[src/shared/ofd_pkg.sv]
// Constants and types for the opcode field decoder.
// Assumes one clock domain and bytes arriving in program order.
`default_nettype none
package ofd_pkg;
  localparam logic [7:0] OFD_RESET_BYTE = 8'h00;
  localparam logic [2:0] OFD_RESET_CNT = 3'h0;
  localparam logic [3:0] OFD_RESET_COND = 4'h0;
  localparam logic [5:0] OFD_RESET_HAND = 6'h00;
  // Operation classes
  typedef enum logic [5:0] {
    OFD_NONE, OFD_SUM, OFD_SUM_CARRY, OFD_DIFF, OFD_DIFF_BORROW,
    OFD_PLUS_ONE, OFD_MINUS_ONE, OFD_TWOS_COMP, OFD_COMPARE,
    OFD_ASCII_FIX, OFD_BCD_FIX, OFD_BR_NEAR, OFD_BR_SHORT, OFD_BR_FAR,
    OFD_BR_IND_NEAR, OFD_BR_IND_FAR, OFD_EXIT_NEAR, OFD_EXIT_FAR,
    OFD_BR_COND, OFD_COUNT_BR, OFD_COUNT_BR_ZERO, OFD_COUNT_BR_NONZERO,
    OFD_BR_CNT_ZERO, OFD_TRAP_VEC, OFD_TRAP3, OFD_TRAP_OVF,
    OFD_TRAP_EXIT, OFD_LOCK, OFD_HALT, OFD_COPROC_SYNC, OFD_HAND_OFF,
    OFD_UNKNOWN
  } ofd_op_t;
  typedef enum {OFD_ST_OPC, OFD_ST_MODRM, OFD_ST_TAIL} ofd_state_t;
endpackage
`default_nettype wire

[src/rtl/ofd_decoder.sv]
// Opcode field decoder: classifies first bytes and counts following bytes.
// Assumes byte_valid/byte_ready handshake from the prefetch queue.
// Overview of operation
// - 000000/000100/001010/000110 select arithmetic with modrm byte.
// - Immediate group op from modrm reg field; second byte if s:w 01.
// - Accumulator immediate forms take one data byte, two when w set.
// - ASCII and decimal sum fixups are single bytes.
// - Compare: 001110dw with modrm, or immediate group reg field 111.
// - E9 two bytes, EB one, EA four; FF reg 4/5 indirect branches.
// - Exits C3 near, CB far; C2 and CA add two immediate bytes.
// - 0111cccc branches take one displacement; low nibble is condition.
// - E0..E3 counted branches with one displacement byte.
// - CD takes a vector byte; CC, CE, CF are single bytes.
// - Lock prefix, halt and coprocessor sync carry no operand bytes.
// - 11011xxx always fetches modrm and passes low bits and middle field.
`default_nettype none
module ofd_decoder (
  input wire logic core_clk,
  input wire logic reset_n,
  input wire logic byte_valid,
  input wire logic [7:0] byte_data,
  output logic byte_ready,
  output logic dec_valid,
  output ofd_pkg::ofd_op_t dec_op,
  output logic [7:0] dec_opcode,
  output logic [7:0] dec_modrm,
  output logic dec_has_modrm,
  output logic dec_wide,
  output logic dec_dir,
  output logic dec_sign_ext,
  output logic [3:0] dec_cond,
  output logic [5:0] dec_hand_off,
  output logic [2:0] dec_disp_bytes,
  output logic [2:0] dec_imm_bytes
);
  ofd_pkg::ofd_state_t st_q, st_d;
  logic [7:0] opc_q;
  logic [2:0] left_q;
  logic [2:0] imm_q;
  ofd_pkg::ofd_op_t op_q;
  logic take;

  // Never stalls: every byte is decoded in the cycle it arrives
  assign byte_ready = 1'b1;
  assign take = byte_valid;

  // First-byte decode
  wire [7:0] b = byte_data;
  // Only 0100xxxx steps a register; 0101xxxx stays unknown
  wire is_step_reg = (b[7:4] == 4'b0100);
  wire is_alu_rm = (b[7:2] == 6'b000000) || (b[7:2] == 6'b000100) ||
    (b[7:2] == 6'b001010) || (b[7:2] == 6'b000110) ||
    (b[7:2] == 6'b001110);
  wire is_alu_acc = (b[7:1] == 7'b0000010) || (b[7:1] == 7'b0001010) ||
    (b[7:1] == 7'b0010110) || (b[7:1] == 7'b0001110);
  wire is_imm_grp = (b[7:2] == 6'b100000);
  wire is_ff_grp = (b[7:1] == 7'b1111111);
  wire is_neg_grp = (b[7:1] == 7'b1111011);
  wire is_esc = (b[7:3] == 5'b11011);
  wire is_jcc = (b[7:4] == 4'b0111);
  wire needs_modrm = is_alu_rm | is_imm_grp | is_ff_grp | is_neg_grp |
    is_esc;
  // Immediate count known from the first byte alone
  wire [2:0] imm_grp_n = (b[1:0] == 2'b01) ? 3'h2 : 3'h1;
  wire [2:0] acc_n = b[0] ? 3'h2 : 3'h1;

  // Unknown first bytes fall through as one-byte instructions
  logic [2:0] first_imm;
  ofd_pkg::ofd_op_t first_op;
  always_comb begin
    first_imm = 3'h0;
    first_op = ofd_pkg::OFD_UNKNOWN;
    if (is_alu_rm) begin
      case (b[5:3])
        3'b000: first_op = ofd_pkg::OFD_SUM;
        3'b010: first_op = ofd_pkg::OFD_SUM_CARRY;
        3'b101: first_op = ofd_pkg::OFD_DIFF;
        3'b011: first_op = ofd_pkg::OFD_DIFF_BORROW;
        3'b111: first_op = ofd_pkg::OFD_COMPARE;
        default: first_op = ofd_pkg::OFD_UNKNOWN;
      endcase
    end else if (is_alu_acc) begin
      first_imm = acc_n;
      case (b[5:3])
        3'b000: first_op = ofd_pkg::OFD_SUM;
        3'b010: first_op = ofd_pkg::OFD_SUM_CARRY;
        3'b101: first_op = ofd_pkg::OFD_DIFF;
        default: first_op = ofd_pkg::OFD_DIFF_BORROW;
      endcase
    end else if (is_imm_grp) begin
      first_imm = imm_grp_n;
      first_op = ofd_pkg::OFD_NONE;
    end else if (is_ff_grp || is_neg_grp || is_esc) begin
      first_op = ofd_pkg::OFD_NONE;
      if (is_esc) first_op = ofd_pkg::OFD_HAND_OFF;
    end else if (is_step_reg) begin
      first_op = b[3] ? ofd_pkg::OFD_MINUS_ONE
                      : ofd_pkg::OFD_PLUS_ONE;
    end else if (is_jcc) begin
      first_imm = 3'h1;
      first_op = ofd_pkg::OFD_BR_COND;
    end else begin
      case (b)
        8'h37: first_op = ofd_pkg::OFD_ASCII_FIX;
        8'h27: first_op = ofd_pkg::OFD_BCD_FIX;
        8'hE9: begin
          first_op = ofd_pkg::OFD_BR_NEAR;
          first_imm = 3'h2;
        end
        8'hEB: begin
          first_op = ofd_pkg::OFD_BR_SHORT;
          first_imm = 3'h1;
        end
        8'hEA: begin
          first_op = ofd_pkg::OFD_BR_FAR;
          first_imm = 3'h4;
        end
        8'hC3: first_op = ofd_pkg::OFD_EXIT_NEAR;
        8'hCB: first_op = ofd_pkg::OFD_EXIT_FAR;
        8'hC2: begin
          first_op = ofd_pkg::OFD_EXIT_NEAR;
          first_imm = 3'h2;
        end
        8'hCA: begin
          first_op = ofd_pkg::OFD_EXIT_FAR;
          first_imm = 3'h2;
        end
        8'hE2: begin
          first_op = ofd_pkg::OFD_COUNT_BR;
          first_imm = 3'h1;
        end
        8'hE1: begin
          first_op = ofd_pkg::OFD_COUNT_BR_ZERO;
          first_imm = 3'h1;
        end
        8'hE0: begin
          first_op = ofd_pkg::OFD_COUNT_BR_NONZERO;
          first_imm = 3'h1;
        end
        8'hE3: begin
          first_op = ofd_pkg::OFD_BR_CNT_ZERO;
          first_imm = 3'h1;
        end
        8'hCD: begin
          first_op = ofd_pkg::OFD_TRAP_VEC;
          first_imm = 3'h1;
        end
        8'hCC: first_op = ofd_pkg::OFD_TRAP3;
        8'hCE: first_op = ofd_pkg::OFD_TRAP_OVF;
        8'hCF: first_op = ofd_pkg::OFD_TRAP_EXIT;
        8'hF0: first_op = ofd_pkg::OFD_LOCK;
        8'hF4: first_op = ofd_pkg::OFD_HALT;
        8'h9B: first_op = ofd_pkg::OFD_COPROC_SYNC;
        default: first_op = ofd_pkg::OFD_UNKNOWN;
      endcase
    end
  end

  // Second-byte decode for group opcodes held in opc_q
  wire [2:0] mid = b[5:3];
  wire [1:0] mod = b[7:6];
  // Direct address form (mod 00, r/m 110) carries two bytes
  wire [2:0] disp_n = (mod == 2'b01) ? 3'h1 :
    (mod == 2'b10) ? 3'h2 :
    ((mod == 2'b00) && (b[2:0] == 3'b110)) ? 3'h2 : 3'h0;
  wire grp_imm = (opc_q[7:2] == 6'b100000);
  wire grp_ff = (opc_q[7:1] == 7'b1111111);
  wire grp_neg = (opc_q[7:1] == 7'b1111011);
  // Indirect branches exist only in the word form of this group
  wire ff_word = opc_q[0];

  ofd_pkg::ofd_op_t grp_op;
  always_comb begin
    grp_op = op_q;
    if (grp_imm) begin
      case (mid)
        3'b000: grp_op = ofd_pkg::OFD_SUM;
        3'b010: grp_op = ofd_pkg::OFD_SUM_CARRY;
        3'b101: grp_op = ofd_pkg::OFD_DIFF;
        3'b011: grp_op = ofd_pkg::OFD_DIFF_BORROW;
        3'b111: grp_op = ofd_pkg::OFD_COMPARE;
        default: grp_op = ofd_pkg::OFD_UNKNOWN;
      endcase
    end else if (grp_ff) begin
      case (mid)
        3'b000: grp_op = ofd_pkg::OFD_PLUS_ONE;
        3'b001: grp_op = ofd_pkg::OFD_MINUS_ONE;
        3'b100: grp_op = ff_word ? ofd_pkg::OFD_BR_IND_NEAR
                                 : ofd_pkg::OFD_UNKNOWN;
        3'b101: grp_op = ff_word ? ofd_pkg::OFD_BR_IND_FAR
                                 : ofd_pkg::OFD_UNKNOWN;
        default: grp_op = ofd_pkg::OFD_UNKNOWN;
      endcase
    end else if (grp_neg) begin
      grp_op = (mid == 3'b011) ? ofd_pkg::OFD_TWOS_COMP
                               : ofd_pkg::OFD_UNKNOWN;
    end
  end

  // Tail bytes after modrm: displacement first, then immediate
  wire [2:0] tail_n = disp_n + imm_q;
  // Which byte of the instruction this edge takes
  wire take_opc = take && (st_q == ofd_pkg::OFD_ST_OPC);
  wire take_modrm = take && (st_q == ofd_pkg::OFD_ST_MODRM);
  wire take_tail = take && (st_q == ofd_pkg::OFD_ST_TAIL);
  wire done_opc = take_opc && !needs_modrm && (first_imm == 3'h0);
  wire done_modrm = take_modrm && (tail_n == 3'h0);
  wire done_tail = take_tail && (left_q == 3'h1);

  // Byte position: opcode, then modrm, then tail bytes
  always_comb begin
    st_d = st_q;
    if (take) begin
      case (st_q)
        ofd_pkg::OFD_ST_OPC:
          if (needs_modrm) st_d = ofd_pkg::OFD_ST_MODRM;
          else if (first_imm != 3'h0) st_d = ofd_pkg::OFD_ST_TAIL;
        ofd_pkg::OFD_ST_MODRM:
          st_d = (tail_n == 3'h0) ? ofd_pkg::OFD_ST_OPC
                                  : ofd_pkg::OFD_ST_TAIL;
        ofd_pkg::OFD_ST_TAIL:
          if (left_q == 3'h1) st_d = ofd_pkg::OFD_ST_OPC;
        default: st_d = ofd_pkg::OFD_ST_OPC;
      endcase
    end
  end

  // Tail counter runs down; no byte is ever refused
  always_ff @(posedge core_clk or negedge reset_n) begin
    if (!reset_n) begin
      st_q <= ofd_pkg::OFD_ST_OPC;
      opc_q <= ofd_pkg::OFD_RESET_BYTE;
      left_q <= ofd_pkg::OFD_RESET_CNT;
      imm_q <= ofd_pkg::OFD_RESET_CNT;
      op_q <= ofd_pkg::OFD_NONE;
    end else begin
      st_q <= st_d;
      if (take_opc) begin
        opc_q <= b;
        op_q <= first_op;
        imm_q <= first_imm;
        left_q <= first_imm;
      end else if (take_modrm) begin
        op_q <= grp_op;
        left_q <= tail_n;
      end else if (take_tail) begin
        left_q <= left_q - 3'h1;
      end
    end
  end

  // Completion pulse, one cycle after the last byte is taken
  always_ff @(posedge core_clk or negedge reset_n) begin
    if (!reset_n) begin
      dec_valid <= 1'b0;
    end else begin
      dec_valid <= done_opc | done_modrm | done_tail;
    end
  end

  // Fields hold until the next first byte; sample them at dec_valid
  always_ff @(posedge core_clk or negedge reset_n) begin
    if (!reset_n) begin
      dec_op <= ofd_pkg::OFD_NONE;
      dec_opcode <= ofd_pkg::OFD_RESET_BYTE;
      dec_modrm <= ofd_pkg::OFD_RESET_BYTE;
      dec_has_modrm <= 1'b0;
      dec_wide <= 1'b0;
      dec_dir <= 1'b0;
      dec_sign_ext <= 1'b0;
      dec_cond <= ofd_pkg::OFD_RESET_COND;
      dec_hand_off <= ofd_pkg::OFD_RESET_HAND;
      dec_disp_bytes <= ofd_pkg::OFD_RESET_CNT;
      dec_imm_bytes <= ofd_pkg::OFD_RESET_CNT;
    end else begin
      if (take_opc) begin
        dec_opcode <= b;
        dec_op <= first_op;
        dec_has_modrm <= needs_modrm;
        dec_modrm <= ofd_pkg::OFD_RESET_BYTE;
        dec_wide <= b[0];
        dec_dir <= b[1] & ~is_imm_grp;
        dec_sign_ext <= b[1] & is_imm_grp;
        dec_cond <= b[3:0];
        dec_hand_off <= {b[2:0], 3'b000};
        dec_disp_bytes <= ofd_pkg::OFD_RESET_CNT;
        dec_imm_bytes <= first_imm;
      end else if (take_modrm) begin
        dec_modrm <= b;
        dec_op <= grp_op;
        dec_disp_bytes <= disp_n;
        dec_hand_off <= {opc_q[2:0], mid};
      end
    end
  end
endmodule
`default_nettype wire

[config.mk]
export PLATFORM = sky130hd
export DESIGN_NAME = ofd_decoder
export DESIGN_NICKNAME = d
export VERILOG_FILES = /design/src/shared/ofd_pkg.sv /design/src/rtl/ofd_decoder.sv
export SDC_FILE = /design/constraint.sdc
export NUM_CORES = 1
export LEC_CHECK = 0
export BUFFER_PORTS_ARGS = -buffer_cell sky130_fd_sc_hd__buf_2
export CAP_MARGIN = 15
export CORE_MARGIN = 3
export CORE_UTILIZATION = 30
export DETAILED_ROUTE_END_ITERATION = 8
export GPL_TIMING_DRIVEN = 0
export PLACE_DENSITY_LB_ADDON = 0.1
export SLEW_MARGIN = 40
export SYNTH_ARGS = -nofsm -noshare
export SYNTH_HDL_FRONTEND = slang
export SYNTH_SLANG_ARGS = --single-unit
[constraint.sdc]
create_clock -name core_clk -period 3.1 [get_ports core_clk]
set_input_delay 0.31 -clock core_clk [delete_from_list [all_inputs] [get_ports core_clk]]
set_output_delay 0.31 -clock core_clk [all_outputs]
set_load 0.005 [all_outputs]
==> results of run 1 <==
==> metrics by stage <==
stage / instance area [sq um] / power [mW] / std cells / utilization, %
finish: 3380 / 2.02 / 543 / 36.6
CTS: 3380 / 2.04 / 543 / 36.6
detailed placement: 3270 / 1.61 / 535 / 35.4
floorplan: 2870 / 1.27 / 358 / -
global placement: 3270 / 1.59 / 535 / 35.4
global route: 3380 / 2.18 / 543 / 36.6
==> worst register-to-register path: stages (launching register included) <==
cell       delay (ns)
dfrtp_1          0.46
nor4_1           0.51
nand2_1          0.27
a31oi_2          0.49
o221ai_1         0.22
a2bb2oi_1        0.19
==> final timing paths <==
path | cells after the start | from | end
setup / recovery | 12 | byte_data[0] | dec_valid
hold / removal | 1 | reset_n | left_q[1]
setup reg to reg | 5 | dec_opcode[3] | dec_op[1]
hold reg to reg | 2 | dec_disp_bytes[0] | dec_disp_bytes[0]
max in group asynchronous | 1 | reset_n | dec_op[1]
min in group core_clk | 2 | byte_valid | st_q[0]
==> Yosys cell counts (4+ instances only) <==
cell	number	area, sq um
buf_6	4	45.0
dfrtp_1	38	951
a21oi_1	16	80.1
and3_1	5	31.3
buf_4	14	105
inv_1	5	18.8
o21ai_0	28	140
nand2b_1	8	50.1
clkbuf_1	10	37.5
o211ai_1	5	37.5
nor2b_1	8	50.1
nand2_1	63	236
xor2_1	4	35.0
a211oi_1	4	30.0
nor2_1	25	93.8
nand4_1	8	50.1
buf_2	9	45.0
nand3_1	10	50.1
nor3_1	6	30.0
o22ai_1	9	56.3
==> metal layers <==
metal | share of wire, % | vias up | routed length, um
li1 | - | 1369 | -
met1 | 47 | 1397 | 4410
met2 | 44 | 122 | 4180
met3 | 6.6 | 21 | 625
met4 | 2.2 | 0 | 204
met5 | 0 | - | 0
==> layout make-up <==
cell class	instances	area, sq um	area share, %
multi-input cells	276	1660	49.1
flip-flops and latches	38	951	28.1
repair buffers	48	243	7.19
plain buffers	39	240	7.11
well taps	129	161	4.78
clock buffers	7	76.3	2.26
clock inverters	1	30.0	0.889
inverters	5	18.8	0.556
==> power groups by stage <==
stage	sequential (mW)	clock [mW]	combinational (mW)
3_5_place_dp	0.775	0	0.831
6_report	0.765	0.433	0.825
5_1_grt	0.792	0.458	0.928
4_1_cts	0.766	0.438	0.832
2_1_floorplan	0.757	0	0.511
3_3_place_gp	0.769	0	0.826
==> logic make-up after synthesis <==
| group | count (synthesis) | share of synthesized area, % |
|---|---|---|
| simple gates | 163 | 29.2 |
| compound gates | 99 | 23.8 |
| buf+inv | 44 | 9.04 |
| flops | 38 | 33.2 |
| xor+xnor | 6 | 2.10 |
| fa+ha+maj | 4 | 2.01 |
| other cells | 2 | 0.262 |
| mux | 1 | 0.350 |
==> registers in the layout, indices dropped and copies added, names as in the netlist <==
register        flops
dec_dir             1
dec_disp_bytes      2
dec_hand_off        3
dec_has_modrm       1
dec_imm_bytes       3
dec_modrm           8
dec_op              5
dec_opcode          8
dec_sign_ext        1
dec_valid           1
left_q              3
st_q                2
==> summary.md, run 1 <==
| Metric | Value |
|---|---|
| Netlist Area Pre-Place | `between 2000 and 3000 sq um` |
| Slew at the pin closest to its max-slew limit | `a little under 0.6 ns` |
| CP delay by family, top | `buffers and inverters` |
| Tmin final | `about 2.6 ns` |
| Worst IR Drop VDD | `0.275 mV` |
| Clock slew at reported path FFs | `0.08 ns` |
| N_diodes | `0` |
| Critical path data required time | `3.29 ns` |
| CP max-delay cell | `buf_1` |
| CTS tree | `done` |
| Worst setup path class | `input pin to flip-flop` |
| Gpl congestion | `~0.9` |
| Pre-Repair DR Iteration Count | `5` |
| Commonest non-fill, non-tap cell in the layout | `nand2_1` |
| DR DRC count | `0` |
| Most frequent cells in the layout | `nand2_1, buf_2, dfrtp_1` |
| Setup repair after global routing missed its margin | `false` |
| Most frequent CP cell | `nor2_1` |
| Via Count | `just under 3000` |
| Main synth FF type | `dfrtp_1` |
| Post-Syn Instances | `~360` |
| Static Leak | `1.51 nW` |
| M1 GR Usage | `a little under a quarter` |
| Die height | `roughly 100 um` |
| Post-synth EDFFs | `0` |
| Initial core utilization | `a little under a third` |
| Vias per inst | `about 5.4` |
| Setup WS pre-CTS | `between 0.2 and 0.25 ns` |
| Area growth syn-to-layout | `18.0%` |
| Nets@finish | `roughly 430` |
| Ys async rst share | `between 90% and 100%` |
| #FFs+latches synth | `38` |
| Root Driver | `clkbuf_8` |
| Fin worst setup slack | `0.537 ns` |
| GR Util met3 | `under 10%` |
| Layout cells sized above 1 | `a little under a quarter` |
| P_sw | `roughly 0.78 mW` |
| Logic pwr share | `between 40% and 50%` |
| Period utilization | `approximately 83%` |
| Clock Latency Late Sink | `around 0.3 ns` |
| Clock network power share | `between 20% and 30%` |
| Min-Delay Path Class | `input pin to asynchronous set/reset pin` |
| Worst slew margin | `approximately 60%` |
| Detail Route Antenna Nets | `0` |
| Die area | `around 11000 sq um` |
| Pwr Density | `between 500 and 600 nW/um^2` |
| DP HPWL | `slightly below 7000 um` |
| Total GRT Usage | `~18%` |
| Hold Vio Cnt, Final | `38` |
| CTS Buf Count | `5` |
| Yosys synthesis warning count | `0` |
| Clock sinks | `38` |
| Power Internal | `1.24 mW` |
| Die width | `between 100 and 150 um` |
| Crit path DAT | `roughly 2.8 ns` |
| Crit. End Element | `flip-flop` |
| Sequential power share | `~38%` |
| Failing checks | `negative hold slack` |
| Max Buffers Root-to-Sink | `2` |
| Hold WS | `-0.0226 ns` |
| Reg2reg setup slack | `~0.85 ns` |
| Post CTS Setup Buffer Count | `0` |
| Final setup fails | `0` |
| Status | `finished, violations left` |
| Synth cell types | `74` |
| FMAX | `a little under 400 MHz` |
| GR met2 Demand/Resource | `~28%` |
| Syn Area/Cell | `approximately 8.0 sq um` |
| Htree depth | `2` |
| CP max FO | `10` |
| Fillcell total | `between 900 and 1000` |
| Core area | `9240 sq um` |
| Vias in the first global route | `between 2000 and 3000` |
| Max Cap Viol | `0` |
| Slowest stage delay, CP | `0.48 ns` |
| 1st-iter DRT viols | `approximately 210` |
| Top Usage Layer GRT | `met2` |
| Initial antenna violation count | `0` |
| CP startpoint kind | `input pin` |
| Sw frac | `approximately 39%` |
| Sequential fraction of the synthesis area | `33.2%` |
| WL final | `about 9400 um` |
| Setup TNS | `0 ns` |
| CTS hold repair buffers | `0` |
| IO Port Bufs | `48` |
| Slew Limit Fails | `0` |
| Drt wl/cell | `between 15 and 20 um` |
| First-pass GRT wire length | `15400 um` |
| Number of cell rows | `35` |
| Setup Skew | `0.00816 ns` |
| Cts repair resizes | `0` |
| Crit-path cells | `buf_2, buf_2, buf_1, nor2_1, nor2_1, nor2_1, fa_1, xor2_1, nor3_1, nor3b_1, o21a_1, a41o_1` |
| Gr ovfl total | `0` |
| Pin count of the biggest net entering global routing | `39` |
| WP buf/inv | `3` |
| IO Pins | `55` |
No activity file was read; power rests on OpenSTA's default activity.
==> inputs of run 2 (changes only) <==
Clock period 3.1 ns to 2.5 ns, I/O delays scaled along.
==> summary.md, run 2 (synthesis gave the netlist of run 1 again) <==
| Metric | Value |
|---|---|
| FMAX | `roughly 440 MHz` |
| Slew Limit Fails | `0` |
| Htree depth | `2` |
| Gr ovfl total | `0` |
| Reg2reg setup slack | `between 0.2 and 0.25 ns` |
| DP HPWL | `slightly below 7000 um` |
| Number of cell rows | `35` |
| Initial core utilization | `about 31%` |
| Clock sinks | `38` |
| Clock Latency Late Sink | `~0.30 ns` |
| Crit. End Element | `flip-flop` |
| Reg-to-Reg Start | `dec_opcode[3]` |
| Initial antenna violation count | `0` |
| Die height | `between 100 and 150 um` |
| WL final | `between 9000 and 10000 um` |
| Detail Route Antenna Nets | `0` |
| Slew at the pin closest to its max-slew limit | `between 0.5 and 0.6 ns` |
| Crit path DAT | `approximately 2.5 ns` |
| Die area | `10800 sq um` |
| CP max FO | `8` |
| Post-Route Utilization | `36.6%` |
| Vias per inst | `~5.3` |
| Final setup fails | `0` |
| Status | `complete, no violations` |
| Pwr Density | `about 740 nW/um^2` |
| Worst setup path class | `flip-flop to flip-flop` |
| Core area | `approximately 9200 sq um` |
| Dpl cell area | `approximately 3300 sq um` |
| Pin count of the biggest net entering global routing | `39` |
| Worst Setup EP | `dec_op[1]` |
| Gpl congestion | `0.922` |
| IO Port Bufs | `48` |
| N_diodes | `0` |
| Final cell count without fillers | `approximately 540` |
| Crit-path cells | `nor4_1, nand2_1, a31oi_2, o221ai_1, a2bb2oi_1` |
| Worst slew margin | `roughly three fifths` |
| CP startpoint kind | `flip-flop` |
| Critical path data required time | `2.68 ns` |
| Max Cap Viol | `0` |
| CP delay by family, top | `compound AO/OA/AOI/OAI gates` |
| Setup Skew | `~0.0077 ns` |
| Via Count | `between 2000 and 3000` |
| Min-Delay Path Class | `input pin to flip-flop` |
| Pre-Repair DR Iteration Count | `5` |
| Most frequent cells in the layout | `nand2_1, buf_2, dfrtp_1` |
| Commonest non-fill, non-tap cell in the layout | `nand2_1` |
| Period utilization | `91.4%` |
| Slowest stage delay, CP | `0.52 ns` |
| WP depth | `5` |
| Final non-filler cell area | `3380 sq um` |
| Vias in the first global route | `about 2800` |
| Root Driver | `clkbuf_8` |
| Fin worst setup slack | `about 0.22 ns` |
| Placed cells | `between 500 and 600` |
| Max Buffers Root-to-Sink | `2` |
| Largest registers | `dec_modrm: 8 flops, dec_opcode: 8 flops, dec_op: 5 flops` |
| Setup repair after global routing missed its margin | `false` |
| Drt wl/cell | `between 15 and 20 um` |
| First-pass GRT wire length | `between 15000 and 20000 um` |
| Nets@finish | `427` |
| Die width | `between 100 and 150 um` |
| Tmin final | `2.28 ns` |
| CP max-delay cell | `nor4_1` |
| 1st-iter DRT viols | `212` |
| FF-to-FF path depth | `5` |
| Clock slew at reported path FFs | `around 0.08 ns` |
| Pwr Total | `around 2.5 mW` |
| Layout cells sized above 1 | `~23%` |
| IO Pins | `55` |
| Total GRT Usage | `between 10% and 20%` |
| Setup WS pre-CTS | `-0.299 ns` |
| CTS tree | `done` |
| Static Leak | `around 1.5 nW` |
| Reg2reg end | `dec_op[1]` |
| Worst IR Drop VDD | `0.342 mV` |
| Crit path from | `dec_opcode[3]` |
| CTS Buf Count | `5` |
| Hold Vio Cnt, Final | `0` |
| Cts repair resizes | `0` |
| Area growth syn-to-layout | `18.0%` |
| Post CTS Setup Buffer Count | `0` |
| WP buf/inv | `0` |
| DR DRC count | `0` |
[run 2: cell count changes in the layout (fill, tap and decap cells not counted), sizes merged]
cell	delta
buf	-1
clkbuf	-1
dlygate4sd3	+1
[run 2: stage by stage]
step                setup TNS [ns]  hold slack [ns]
floorplan                        0          -0.0456
global placement            -0.679            0.423
detailed placement          -0.722            0.266
CTS                              0            0.268
global route                     0            0.284
finish                           0            0.277
[run 2: worst register-to-register path: cells and delay by family, from the launching register on]
kind	cells	cell delay, ns
simple gates	2	0.79
compound gates	3	0.92
flops	1	0.47
[run 2: layer usage]
layer | GRT usage (%) | wire [um] | vias to the layer above
met5 | 0 | 0 | -
met4 | 5.32 | 223 | 0
met3 | 3.30 | 656 | 23
met2 | 28.0 | 4150 | 132
met1 | 24.0 | 4260 | 1371
li1 | - | - | 1371
[run 2: final cells by class]
| type | instances | area [sq um] |
|---|---|---|
| clock buffer | 7 | 76.3 |
| buffer | 37 | 233 |
| clock inverter | 1 | 30.0 |
| sequential | 38 | 951 |
| tap | 129 | 161 |
| multi-input combinational | 276 | 1660 |
| inverter | 5 | 18.8 |
| fill | 997 | 5860 |
| timing repair buffer | 49 | 253 |
[run 2: how the worst min path moves through the flow]
stage / startpoint / endpoint / slack [ns] / depth (start not counted)
finish: byte_valid / st_q[0] / 0.28 / 2
global route: byte_valid / st_q[0] / 0.28 / 2
CTS: byte_valid / st_q[0] / 0.27 / 2
detailed placement: reset_n / dec_disp_bytes[0] / 0.27 / 1
global placement: reset_n / dec_disp_bytes[1] / 0.42 / 1
floorplan: reset_n / dec_dir / -0.05 / 0
[run 2: where the power goes]
| part | total [mW] | switching (mW) | internal [mW] |
|---|---|---|---|
| Sequential | 0.949 | 0.158 | 0.791 |
| Combinational | 1.02 | 0.573 | 0.450 |
| Clock | 0.535 | 0.236 | 0.299 |
[run 2: what timing repair did]
item                       in CTS  in global routing
setup endpoints to repair       0                  2
hold endpoints to repair       38                  0
hold buffers                    1                  0
